$ cat src/verilog/owd_pkg.sv
// package: constants and helper functions of the orientation and wake-up detector
package owd_pkg;

    // sample and threshold widths
    localparam int SAMPLE_W = 16;
    localparam int ABS_W    = 17;

    // orientation status register layout
    localparam int STAT_DEN_BIT   = 7;
    localparam int STAT_CHG_BIT   = 6;
    localparam int STAT_ZPOS_BIT  = 5;
    localparam int STAT_ZNEG_BIT  = 4;
    localparam int STAT_YPOS_BIT  = 3;
    localparam int STAT_YNEG_BIT  = 2;
    localparam int STAT_XPOS_BIT  = 1;
    localparam int STAT_XNEG_BIT  = 0;
    localparam logic [7:0] STAT_RESET   = 8'h00;
    localparam logic [5:0] ORIENT_NONE  = 6'h00;

    // wake-up threshold field: one lsb is full scale over 2^6
    localparam int WAKEUP_THRESHOLD_FIELD_W     = 6;
    localparam int WAKEUP_THRESHOLD_FIELD_SHIFT = SAMPLE_W - 1 - WAKEUP_THRESHOLD_FIELD_W;

    // wake-up duration counter saturates at the field maximum
    localparam logic [1:0] WK_DUR_MAX = 2'h3;

    // full-scale codes and counts of one g at each
    localparam logic [1:0] FS_CODE_A = 2'h0;
    localparam logic [1:0] FS_CODE_B = 2'h1;
    localparam logic [1:0] FS_CODE_C = 2'h2;
    localparam logic [1:0] FS_CODE_D = 2'h3;
    localparam logic [15:0] ONE_G_A  = 16'h4000;
    localparam logic [15:0] ONE_G_B  = 16'h0800;
    localparam logic [15:0] ONE_G_C  = 16'h2000;
    localparam logic [15:0] ONE_G_D  = 16'h1000;

    // sine of the angle thresholds in q0.8: 80, 70, 60, 50 degrees
    localparam logic [7:0] SIN_80 = 8'hFC;
    localparam logic [7:0] SIN_70 = 8'hF1;
    localparam logic [7:0] SIN_60 = 8'hDE;
    localparam logic [7:0] SIN_50 = 8'hC4;

    // magnitude of a signed value, one bit wider so the most negative fits
    function automatic logic [ABS_W-1:0] owd_abs(input logic signed [ABS_W-1:0] v);
        owd_abs = v[ABS_W-1] ? ABS_W'(-v) : ABS_W'(v);
    endfunction

    // counts of one g for the selected full scale
    function automatic logic [15:0] owd_one_g(input logic [1:0] fs);
        case (fs)
            FS_CODE_A: owd_one_g = ONE_G_A;
            FS_CODE_B: owd_one_g = ONE_G_B;
            FS_CODE_C: owd_one_g = ONE_G_C;
            default:   owd_one_g = ONE_G_D;
        endcase
    endfunction

    // angle code to sine in q0.8
    function automatic logic [7:0] owd_sine(input logic [1:0] sel);
        case (sel)
            2'h0:    owd_sine = SIN_80;
            2'h1:    owd_sine = SIN_70;
            2'h2:    owd_sine = SIN_60;
            default: owd_sine = SIN_50;
        endcase
    endfunction

endpackage

$ cat src/verilog/owd_axis_cmp.sv
// module: one axis compared against the orientation threshold
`timescale 1ns/10ps
module owd_axis_cmp
    import owd_pkg::*;
(
    // axis sample and threshold
    input  wire logic signed [SAMPLE_W-1:0] value_i,
    input  wire logic        [SAMPLE_W-1:0] thr_i,
    // classification
    output logic                            above_o,
    output logic                            pos_o,
    output logic                            neg_o
);

    logic [ABS_W-1:0] mag;

    // magnitude against threshold; sign splits the face direction
    always_comb begin
        mag     = owd_abs(ABS_W'(value_i));
        above_o = mag > {1'b0, thr_i};
        pos_o   = above_o && !value_i[SAMPLE_W-1];
        neg_o   = above_o && value_i[SAMPLE_W-1];
    end

endmodule

$ cat src/verilog/owd_orientation_wakeup.sv
// module: orientation (6d/4d) and slope wake-up event detector
`timescale 1ns/10ps
module owd_orientation_wakeup
    import owd_pkg::*;
(
    // clock and reset
    input  wire logic                       core_clk_i,
    input  wire logic                       rst_i,
    // accelerometer samples, one strobe per output period
    input  wire logic                       sample_valid_i,
    input  wire logic signed [SAMPLE_W-1:0] accel_x_i,
    input  wire logic signed [SAMPLE_W-1:0] accel_y_i,
    input  wire logic signed [SAMPLE_W-1:0] accel_z_i,
    input  wire logic signed [SAMPLE_W-1:0] second_lowpass_filter_x_i,
    input  wire logic signed [SAMPLE_W-1:0] second_lowpass_filter_y_i,
    input  wire logic signed [SAMPLE_W-1:0] second_lowpass_filter_z_i,
    // configuration
    input  wire logic                       interrupts_enable_i,
    input  wire logic                       latch_request_select_i,
    input  wire logic [1:0]                 accel_full_scale_i,
    input  wire logic                       mode4_i,
    input  wire logic [1:0]                 orientation_angle_select_i,
    input  wire logic                       orientation_lowpass_enable_i,
    input  wire logic                       four_direction_enable_i,
    input  wire logic                       orientation_route_pin1_i,
    input  wire logic                       orientation_route_pin2_i,
    input  wire logic                       wakeup_enable_i,
    input  wire logic [WAKEUP_THRESHOLD_FIELD_W-1:0]        wakeup_threshold_field_i,
    input  wire logic [1:0]                 wakeup_duration_i,
    input  wire logic                       wakeup_route_pin1_i,
    input  wire logic                       wakeup_route_pin2_i,
    input  wire logic                       data_enable_ready_flag_i,
    // status reads
    input  wire logic                       orientation_status_rd_i,
    input  wire logic                       wakeup_status_rd_i,
    // outputs
    output logic [7:0]                      orientation_event_status_o,
    output logic                            wakeup_flag_o,
    output logic [2:0]                      wakeup_axes_o,
    output logic                            event_pin_one_o,
    output logic                            event_pin_two_o
);

    typedef struct packed {
        logic [5:0]                 cur_orient;
        logic [5:0]                 prev_cand;
        logic                       orient_int;
        logic signed [SAMPLE_W-1:0] prev_x;
        logic signed [SAMPLE_W-1:0] prev_y;
        logic signed [SAMPLE_W-1:0] prev_z;
        logic [1:0]                 wake_cnt;
        logic                       wake_int;
        logic [2:0]                 wake_axes;
        logic [7:0]                 status;
        logic                       pin1;
        logic                       pin2;
    } owd_state_s;

    owd_state_s st;
    owd_state_s next_st;

    // effective latch: unrouted events never latch
    logic orient_latch;
    logic wake_latch;
    assign orient_latch = latch_request_select_i &&
                          (orientation_route_pin1_i || orientation_route_pin2_i);
    assign wake_latch   = latch_request_select_i &&
                          (wakeup_route_pin1_i || wakeup_route_pin2_i);

    // orientation input selection; mode 4 bypasses the low-pass path
    logic                       use_lpf;
    logic signed [SAMPLE_W-1:0] ox;
    logic signed [SAMPLE_W-1:0] oy;
    logic signed [SAMPLE_W-1:0] oz;
    assign use_lpf = orientation_lowpass_enable_i && !mode4_i;
    assign ox      = use_lpf ? second_lowpass_filter_x_i : accel_x_i;
    assign oy      = use_lpf ? second_lowpass_filter_y_i : accel_y_i;
    assign oz      = use_lpf ? second_lowpass_filter_z_i : accel_z_i;

    // angle threshold in counts: one g times sine, independent of scale meaning
    logic [23:0]         ang_prod;
    logic [SAMPLE_W-1:0] ang_thr;
    assign ang_prod = owd_one_g(accel_full_scale_i) * owd_sine(orientation_angle_select_i);
    assign ang_thr  = ang_prod[23:8];

    // per-axis classification
    logic ab_x, ps_x, ng_x;
    logic ab_y, ps_y, ng_y;
    logic ab_z, ps_z, ng_z;

    owd_axis_cmp u_cmp_x (
        .value_i (ox),
        .thr_i   (ang_thr),
        .above_o (ab_x),
        .pos_o   (ps_x),
        .neg_o   (ng_x)
    );

    owd_axis_cmp u_cmp_y (
        .value_i (oy),
        .thr_i   (ang_thr),
        .above_o (ab_y),
        .pos_o   (ps_y),
        .neg_o   (ng_y)
    );

    owd_axis_cmp u_cmp_z (
        .value_i (oz),
        .thr_i   (ang_thr),
        .above_o (ab_z),
        .pos_o   (ps_z),
        .neg_o   (ng_z)
    );

    // candidate position: exactly one axis above, the rest below; four-direction mode compares x and y only and ignores z
    logic       one_above;
    logic [5:0] cand;
    always_comb begin
        if (four_direction_enable_i) begin
            one_above = ab_x ^ ab_y;
            cand      = one_above ? {2'b00, ps_y, ng_y, ps_x, ng_x} : ORIENT_NONE;
        end else begin
            one_above = (ab_x && !ab_y && !ab_z) || (!ab_x && ab_y && !ab_z) ||
                        (!ab_x && !ab_y && ab_z);
            cand      = one_above ? {ps_z, ng_z, ps_y, ng_y, ps_x, ng_x} : ORIENT_NONE;
        end
    end

    // held position across two samples that differs from the known one
    logic orient_ev;
    assign orient_ev = sample_valid_i && interrupts_enable_i &&
                       (cand != ORIENT_NONE) && (cand == st.prev_cand) &&
                       (cand != st.cur_orient) &&
                       !(orient_latch && st.orient_int);

    // wake-up threshold: field scaled so one lsb is full scale / 64
    logic [ABS_W-1:0] wk_thr;
    assign wk_thr = ABS_W'({wakeup_threshold_field_i, {WAKEUP_THRESHOLD_FIELD_SHIFT{1'b0}}});

    // slope per axis: half of current minus previous
    logic signed [ABS_W-1:0] dx, dy, dz;
    logic [2:0]              over;
    logic                    over_any;
    logic                    wake_fire;
    always_comb begin
        dx = (ABS_W'(accel_x_i) - ABS_W'(st.prev_x)) >>> 1;
        dy = (ABS_W'(accel_y_i) - ABS_W'(st.prev_y)) >>> 1;
        dz = (ABS_W'(accel_z_i) - ABS_W'(st.prev_z)) >>> 1;
        over[0]   = owd_abs(dx) > wk_thr;
        over[1]   = owd_abs(dy) > wk_thr;
        over[2]   = owd_abs(dz) > wk_thr;
        over_any  = |over;
        wake_fire = sample_valid_i && interrupts_enable_i && wakeup_enable_i &&
                    over_any && (st.wake_cnt >= wakeup_duration_i);
    end

    // next-state logic, all detection stepped by the sample strobe
    always_comb begin
        next_st = st;
        if (!interrupts_enable_i) begin
            // detection idle: drop history and pending requests
            next_st.orient_int = 1'b0;
            next_st.cur_orient = ORIENT_NONE;
            next_st.prev_cand  = ORIENT_NONE;
            next_st.wake_int   = 1'b0;
            next_st.wake_cnt   = 2'h0;
        end else begin
            // orientation
            if (orient_ev) begin
                next_st.orient_int = 1'b1;
                next_st.cur_orient = cand;
            end else if (orientation_status_rd_i && orient_latch) begin
                next_st.orient_int = 1'b0;
            end else if (sample_valid_i && !orient_latch) begin
                next_st.orient_int = 1'b0;
            end
            if (sample_valid_i) begin
                next_st.prev_cand = cand;
            end
            // wake-up
            if (wake_fire) begin
                next_st.wake_int  = 1'b1;
                next_st.wake_axes = over;
            end else if (wakeup_status_rd_i && wake_latch) begin
                next_st.wake_int = 1'b0;
            end else if (sample_valid_i && !wake_latch) begin
                next_st.wake_int = 1'b0;
            end
            if (sample_valid_i && wakeup_enable_i) begin
                if (!over_any) begin
                    next_st.wake_cnt = 2'h0;
                end else if (st.wake_cnt != WK_DUR_MAX) begin
                    next_st.wake_cnt = st.wake_cnt + 2'h1;
                end
            end
        end
        // history: zero while wake-up is off, so the first slope sees (0,0,0)
        if (!wakeup_enable_i || !interrupts_enable_i) begin
            next_st.prev_x   = '0;
            next_st.prev_y   = '0;
            next_st.prev_z   = '0;
            next_st.wake_cnt = 2'h0;
        end else if (sample_valid_i) begin
            next_st.prev_x = accel_x_i;
            next_st.prev_y = accel_y_i;
            next_st.prev_z = accel_z_i;
        end
        // readable status and pins come from the same registered state
        next_st.status = {data_enable_ready_flag_i, next_st.orient_int, next_st.cur_orient};
        next_st.pin1   = (next_st.orient_int && orientation_route_pin1_i) ||
                         (next_st.wake_int && wakeup_route_pin1_i);
        next_st.pin2   = (next_st.orient_int && orientation_route_pin2_i) ||
                         (next_st.wake_int && wakeup_route_pin2_i);
    end

    // state register
    always_ff @(posedge core_clk_i or posedge rst_i) begin
        if (rst_i) begin
            st        <= '0;
            st.status <= STAT_RESET;
        end else begin
            st <= next_st;
        end
    end

    // outputs straight from the state register
    assign orientation_event_status_o = st.status;
    assign wakeup_flag_o              = st.wake_int;
    assign wakeup_axes_o              = st.wake_axes;
    assign event_pin_one_o            = st.pin1;
    assign event_pin_two_o            = st.pin2;
endmodule

$ cat config.mk
export PLATFORM = sky130hd
export DESIGN_NAME = owd_orientation_wakeup
export DESIGN_NICKNAME = d
export VERILOG_FILES = /design/src/verilog/owd_pkg.sv /design/src/verilog/owd_axis_cmp.sv /design/src/verilog/owd_orientation_wakeup.sv
export SDC_FILE = /design/constraint.sdc
export NUM_CORES = 1
export LEC_CHECK = 0
export BUFFER_PORTS_ARGS = -buffer_cell sky130_fd_sc_hd__buf_2
export CAP_MARGIN = 15
export CORE_MARGIN = 2
export CORE_UTILIZATION = 50
export CTS_CLUSTER_SIZE = 12
export DETAILED_ROUTE_END_ITERATION = 8
export MAX_ROUTING_LAYER = met4
export PLACE_DENSITY = 0.7
export SLEW_MARGIN = 25
export SYNTH_ARGS = -nofsm -noshare
export SYNTH_HDL_FRONTEND = slang
export SYNTH_SLANG_ARGS = --single-unit
$ cat constraint.sdc
create_clock -name core_clk_i -period 5.3 [get_ports core_clk_i]
set_input_delay 0.795 -clock core_clk_i [delete_from_list [all_inputs] [get_ports core_clk_i]]
set_output_delay 0.795 -clock core_clk_i [all_outputs]
set_load 0.01 [all_outputs]
# After elaboration in Yosys (flattened, before gate mapping)
# Cells that the tools add are included.
# totals
regBits,77
latch_bits,0
ram_bits,0
mem_bits_ro,0
inputBits,124
output_inout_bits,14
word_cells,130
n_memories,0
# classes
n_addsub,10
multipliers,1
n_div,0
order_cmp,7
eq_ne,10
n_shift,0
n_mux,30
n_bitwise,1
reduce_logical,59
# ops
operator,n
17-bit 2-to-1 mux,6
16-bit negation with 17-bit output,6
48-bit 2-to-1 mux,2
17-bit by 15-bit greater-than comparator with 1-bit output,3
17-bit by 16-bit greater-than comparator with 1-bit output,3
16-bit by 16-bit subtractor with 17-bit output,3
16-bit 2-to-1 mux,3
15-bit case mux with 3 select lines,1
1-bit logical AND,33
16-bit by 8-bit multiplier with 24-bit output,1
6-bit 2-to-1 mux,4
6-bit case mux with 3 select lines,1
13-bit 2-to-1 mux,1
1-bit logical NOT,12
2-bit 2-to-1 mux,4
1-bit logical OR,7
6-bit equality test,1
1-bit 2-to-1 mux,6
6-bit != test,1
6-bit nonzero test,1
2-bit by 1-bit equality test with 1-bit output (second input constant),2
2-bit equality test (second input constant),2
2-bit logical NOT,2
4-bit 2-to-1 mux,1
other kinds (10),12

# Longest topological paths before layout
# depth
word_depth,22
mapped_depth,35
ltp_nobuf,34

# Cells and area by module
# Synthesis repeated with hierarchy kept, for this count alone.
# unflattened
cells_unflattened,1462
hier_area_um2,11609.9
# by_module_without_submodules
mod,n_inst,cells_per_inst,area_per_inst_um2,seq_area_each_um2
owd_orientation_wakeup,1,1142,9320.2,1751.7
owd_axis_cmp at u_cmp_y ...,2,106,757.0,0.0
owd_axis_cmp at u_cmp_x,1,108,775.7,0.0

# Worst setup path before layout
# No wires, ideal clock.
# synth_path
path_type,input port to flip-flop
start,input port mode4_i
end,register st (netlist bit orientation_event_status_o[0])
arrival_ns,7.667
required_time_ns,5.175
path_slack_ns,-2.492
cell_stages,32
n_path_buf,8
path_cell_list,nand2b_1 -> buf_6 -> buf_8 -> buf_4 -> buf_6 -> buf_4 -> buf_1 -> clkbuf_1 -> clkbuf_1 -> mux2i_1 -> ha_1 -> o211ai_1 -> and4bb_2 -> inv_1 -> o21ai_0 -> xor2_1 -> ha_1 -> and3_1 -> a221oi_1 -> o21a_1 -> a41oi_1 -> a21oi_1 -> a2bb2oi_2 -> inv_1 -> ha_1 -> a21oi_1 -> o31ai_2 -> or3_4 -> or4b_4 -> a32oi_4 -> nand3_4 -> mux2i_1
# synth_between
elab_chain_len,20
elab_cells_between_ends,47
# synth_lines
element,line_no,text
start: declaration,owd_orientation_wakeup.sv:21,"input wire logic mode4_i,"
1-bit logical NOT (*),owd_orientation_wakeup.sv:75,assign use_lpf = orientation_lowpass_enable_i && !mode4_i;
1-bit logical AND (*),owd_orientation_wakeup.sv:75,
16-bit 2-to-1 mux (on tied branches),"owd_orientation_wakeup.sv:77, owd_orientation_wakeup.sv:76",
16-bit negation with 17-bit output,owd_pkg.sv:45,owd_abs = v[ABS_W-1] ? ABS_W'(-v) : ABS_W'(v);
17-bit 2-to-1 mux,owd_pkg.sv:45,
17-bit by 16-bit greater-than comparator with 1-bit output,owd_axis_cmp.sv:20,"above_o = mag > {1'b0, thr_i};"
1-bit logical NOT,"owd_orientation_wakeup.sv:123, owd_orientation_wakeup.sv:124",
1-bit logical AND (2 in a row),owd_orientation_wakeup.sv:123,one_above = (ab_x && !ab_y && !ab_z) || (!ab_x && ab_y && !ab_z) ||
1-bit logical OR (2 in a row),owd_orientation_wakeup.sv:123,
6-bit 2-to-1 mux,owd_orientation_wakeup.sv:125,"cand = one_above ? {ps_z, ng_z, ps_y, ng_y, ps_x, ng_x} : ORIENT_NONE;"
6-bit 2-to-1 mux (*),owd_orientation_wakeup.sv:119,if (four_direction_enable_i) begin
6-bit nonzero test,owd_orientation_wakeup.sv:132,(cand != ORIENT_NONE) && (cand == st.prev_cand) &&
1-bit logical AND,owd_orientation_wakeup.sv:131,assign orient_ev = sample_valid_i && interrupts_enable_i &&
1-bit logical AND (2 in a row),owd_orientation_wakeup.sv:132,
1-bit logical AND,owd_orientation_wakeup.sv:133,(cand != st.cur_orient) &&
6-bit 2-to-1 mux (*),owd_orientation_wakeup.sv:169,if (orient_ev) begin
13-bit 2-to-1 mux (*),owd_orientation_wakeup.sv:160,if (!interrupts_enable_i) begin
end signal: assignment,owd_orientation_wakeup.sv:222,st <= next_st;
end: declaration,owd_orientation_wakeup.sv:59,owd_state_s st;
# Mark *: on every way between the ends. The rest lies on a longest branch, timed or not.
# A chain may end at the register's enable or synchronous reset.

# Final worst setup path
# layout_path
start,input port accel_full_scale_i[1]
end,register st (netlist bit orientation_event_status_o[5])
# layout_between
elab_chain_len,18
elab_cells_between_ends,38
# layout_lines
element,line_no,text
start: declaration,owd_orientation_wakeup.sv:20,"input wire logic [1:0] accel_full_scale_i,"
"2-bit equality test, or another cell as far along",owd_pkg.sv:50,case (fs)
15-bit case mux with 3 select lines (*),owd_pkg.sv:50,
16-bit by 8-bit multiplier with 24-bit output (*),owd_orientation_wakeup.sv:83,assign ang_prod = owd_one_g(accel_full_scale_i) * owd_sine(orientation_angle_select_i);
17-bit by 16-bit greater-than comparator with 1-bit output,owd_axis_cmp.sv:20,
1-bit logical NOT,"owd_orientation_wakeup.sv:123, owd_orientation_wakeup.sv:124",
1-bit logical AND (2 in a row),owd_orientation_wakeup.sv:123,
1-bit logical OR (2 in a row),owd_orientation_wakeup.sv:123,
6-bit 2-to-1 mux,owd_orientation_wakeup.sv:125,
6-bit 2-to-1 mux (*),owd_orientation_wakeup.sv:119,
6-bit nonzero test,owd_orientation_wakeup.sv:132,
1-bit logical AND,owd_orientation_wakeup.sv:131,
1-bit logical AND (2 in a row),owd_orientation_wakeup.sv:132,
1-bit logical AND,owd_orientation_wakeup.sv:133,
6-bit 2-to-1 mux (*),owd_orientation_wakeup.sv:169,
13-bit 2-to-1 mux (*),owd_orientation_wakeup.sv:160,
# Marked as above.

==> results.sh <==
export IMPL_status="finished, violations left"
export IMPL_failed_checks="negative setup slack"
export IMPL_post_place_cells=2086
export IMPL_vias=12130
export IMPL_pin_count=138
export IMPL_critical_path_maximum_fanout=6
export IMPL_global_route_wire_length_before_repair_um=58410
export IMPL_ir_worst_vdd_uv=166.6
export IMPL_number_of_global_route_vias_before_repair=11930
export IMPL_syn_num_nets=1643
export IMPL_clkSinkCount=70
export IMPL_clk_path_buf_depth=2
export IMPL_postSynth_asyncResetShare_pct=100.0
export IMPL_timing_final_max_slew_violations=0
export IMPL_min_path_cells=2
export IMPL_core_area_um2=21760
export IMPL_worstPathArrival_ns=7.07
export IMPL_number_of_h_tree_levels=3
export IMPL_drt_initial_drc_count=684
export IMPL_finalCoreUtilization_pct=72.22
export IMPL_place_port_buffers=137
export IMPL_post_layout_total_power_uw=3192
export IMPL_clk_pin_slew_ns=0.07
export IMPL_postSynth_topFlopCell="dfrtp_1"
export IMPL_vias_per_cell=5.707
export IMPL_synth_edf_count=0
export IMPL_setup_worst_path_class="in -> reg"
export IMPL_global_placement_routability_congestion=0.9689
export IMPL_depth_of_the_worst_register_to_register_path=26
export IMPL_slew_headroom_pct=40.21
export IMPL_syn_area_um2=11050
export IMPL_dpl_hpwl_um=29220
export IMPL_worstSkewPairLatency_ns=0.36
export IMPL_crit_required_ns=5.53
export IMPL_worst_setup_path_end_kind="flip-flop"
export IMPL_final_nets=2111
export IMPL_cts_tree="built"
export IMPL_setup_violations=15
export IMPL_placementRows=54
export IMPL_period_needed_ns=6.835
export IMPL_largest_stage_delay_on_the_critical_path_ns=0.53
export IMPL_ys_warn_count=0
export IMPL_largest_net_degree_at_the_start_of_global_routing=71
export IMPL_detail_route_wl_per_cell_um=17.10
export IMPL_hold_path_class="reg -> reg"
export IMPL_die_w_um=152.7
export IMPL_root_buffer="clkbuf_16"
export IMPL_leakage_uw=0.007657
export IMPL_detail_route_first_pass_iterations=5
export IMPL_share_of_final_layout_standard_cells_stronger_than_drive_strength_1_pct=36.50
export IMPL_maxCapViolCount=0
export IMPL_hold_viol_final=0
export IMPL_grt_remaining_overflow=0
export IMPL_numCtsBuffers=9
export IMPL_layout_area_overhead_vs_synth_pct=42.18
export IMPL_post_synth_inst_count=1368
export IMPL_fmax_ghz=0.1463
export IMPL_grt_setup_unrepaired="true"
export IMPL_start_util_pct=50.79
export IMPL_cpMaxStageDelayCell="or4b_4"
export IMPL_fin_worst_hold_slack_ns=0.4802
export IMPL_antenna_violating_nets_post_route=0
export IMPL_powerDensity_nw_per_um2=203.2
export IMPL_detail_route_drc_violations=0
export IMPL_postSynthAreaPerCell_um2=8.078
export IMPL_fp_dieArea_um2=23310
export IMPL_final_critical_path_setup_slack_ns=-1.535
export IMPL_ys_seq_area_share_pct=15.85
export IMPL_postSynthRegisterBits=70
export IMPL_worst_clock_skew_ns=0.01910
export IMPL_die_y_um=152.7
export IMPL_final_cell_count_no_fill=2125
export IMPL_synth_distinct_cells=86
export IMPL_grt_usage_pct=31.19
export IMPL_worstSetupStartpointType="primary input"
export IMPL_worst_slew_pin_transition_ns=0.8947
export IMPL_antenna_found_initial=4
export IMPL_final_period_utilization_pct=129.0
export IMPL_detail_route_wirelength_um=36340
export IMPL_cpMostUsedCell="ha_1"
[final timing paths]
kind / from / end / slack [ns]
min reg2reg: wakeup_axes_o[1] / wakeup_axes_o[1] / 0.48
max in group asynchronous: rst_i / st[58] / 4.18
min in group asynchronous: rst_i / event_pin_one_o / 0.60
max reg2reg: st[16] / st[15] / 0.24
min: wakeup_axes_o[1] / wakeup_axes_o[1] / 0.48
max: accel_full_scale_i[1] / orientation_event_status_o[5] / -1.53
[cells by family after synthesis]
family	share of synthesized area, %
and+or+nand+nor	20.64
AOI/OAI and AO/OA	23.71
buffers and inverters	6.227
adders and majority gates	17.91
xor gates and xnor gates	7.450
muxes	8.209
DFF	15.85
[where the power goes]
| group | internal (uW) | switching, uW | total (uW) | leakage, uW |
|---|---|---|---|---|
| combinational | 959 | 942 | 1900 | 0.00655 |
| clock | 419 | 293 | 712 | 0.000157 |
| sequential | 562 | 16.8 | 579 | 0.000955 |
| total | 1940 | 1250 | 3190 | 0.00766 |
[placed cells by master, fill, tap and decap left out, drive strengths merged, types with 26 or more instances in the layout]
| master | Yosys | layout |
|---|---|---|
| xor2 | 34 | 34 |
| a21o | 26 | 26 |
| dfrtp | 70 | 70 |
| xnor2 | 60 | 60 |
| nand3 | 29 | 29 |
| nand2b | 29 | 29 |
| nor2 | 127 | 127 |
| a21oi | 70 | 70 |
| a22o | 49 | 49 |
| ha | 139 | 139 |
| nor3 | 26 | 26 |
| nand2 | 72 | 72 |
| mux2i | 79 | 79 |
| inv | 109 | 111 |
| o21ai | 53 | 53 |
| buf | 19 | 511 |
[area by class of cell]
cell class                      instances  area, um2
Multi-Input combinational cell       1135       9288
Fill cell                            1706       6045
Timing Repair Buffer                  511       3571
Sequential cell                        70       1752
Inverter                              109      412.9
Tap cell                              280      350.3
Clock buffer                            9      225.2
Clock inverter                          7      102.6
Antenna cell                            4      10.01
[Yosys cell counts (18+ instances only)]
| cell | instances | area share, % |
|---|---|---|
| mux2i_1 | 79 | 7.2 |
| nor2b_1 | 20 | 1.1 |
| nor4_1 | 21 | 1.2 |
| ha_1 | 139 | 16 |
| nor2_1 | 127 | 4.3 |
| a21oi_1 | 70 | 3.2 |
| a31oi_1 | 22 | 1.2 |
| nand3_1 | 28 | 1.3 |
| a211oi_1 | 18 | 1.2 |
| nand2b_1 | 29 | 1.6 |
| xor2_1 | 34 | 2.7 |
| o21ai_0 | 52 | 2.4 |
| nor3_1 | 26 | 1.2 |
| a21o_1 | 26 | 1.8 |
| inv_1 | 109 | 3.7 |
| o21a_1 | 25 | 1.7 |
| and3_1 | 21 | 1.2 |
| clkbuf_1 | 35 | 1.2 |
| dfrtp_1 | 70 | 16 |
| nand2_1 | 72 | 2.4 |
| xnor2_1 | 60 | 4.8 |
| a22o_1 | 49 | 3.9 |
[repair_timing]
action                                  in CTS  in global routing
pin swaps                                   22                 69
buffers inserted                             9                 11
hold buffers                                 0                  0
endpoints found under the setup margin      21                 21
gates resized for setup                     50                 90
[state kept, by name (all words and copies together), names as in the netlist]
| signal | flops |
|---|---|
| event_pin_two_o | 1 |
| event_pin_one_o | 1 |
| wakeup_flag_o | 1 |
| st | 56 |
| orientation_event_status_o | 8 |
| wakeup_axes_o | 3 |
[critical path, delay by kind of cell]
kind	cells	cell delay (ns)
simple gates	12	2.28
fa+ha+maj	7	2.23
compound gates	8	1.19
xor+xnor	1	0.23
buf+inv	3	0.19
mux	1	0.16
[metrics by stage]
stage | setup TNS, ns | area (um2) | setup slack, ns
5_1_grt | -22.96 | 15710 | -1.804
6_report | -18.40 | 15710 | -1.535
4_1_cts | -17.79 | 15220 | -1.495
2_1_floorplan | -20.07 | 11250 | -1.788
3_5_place_dp | -30.02 | 14630 | -2.116
3_3_place_gp | -26.69 | 14630 | -1.937
[layer usage]
layer / track usage (%) / part of all wire [%] / vias to the layer above
met5: - / 0 / -
met2: 50.42 / 46 / 348
met1: 40.39 / 45 / 5715
met3: 3.868 / 5.1 / 82
li1: - / - / 5982
met4: 10.85 / 4.1 / 0
(Power assumes the default switching activity.)
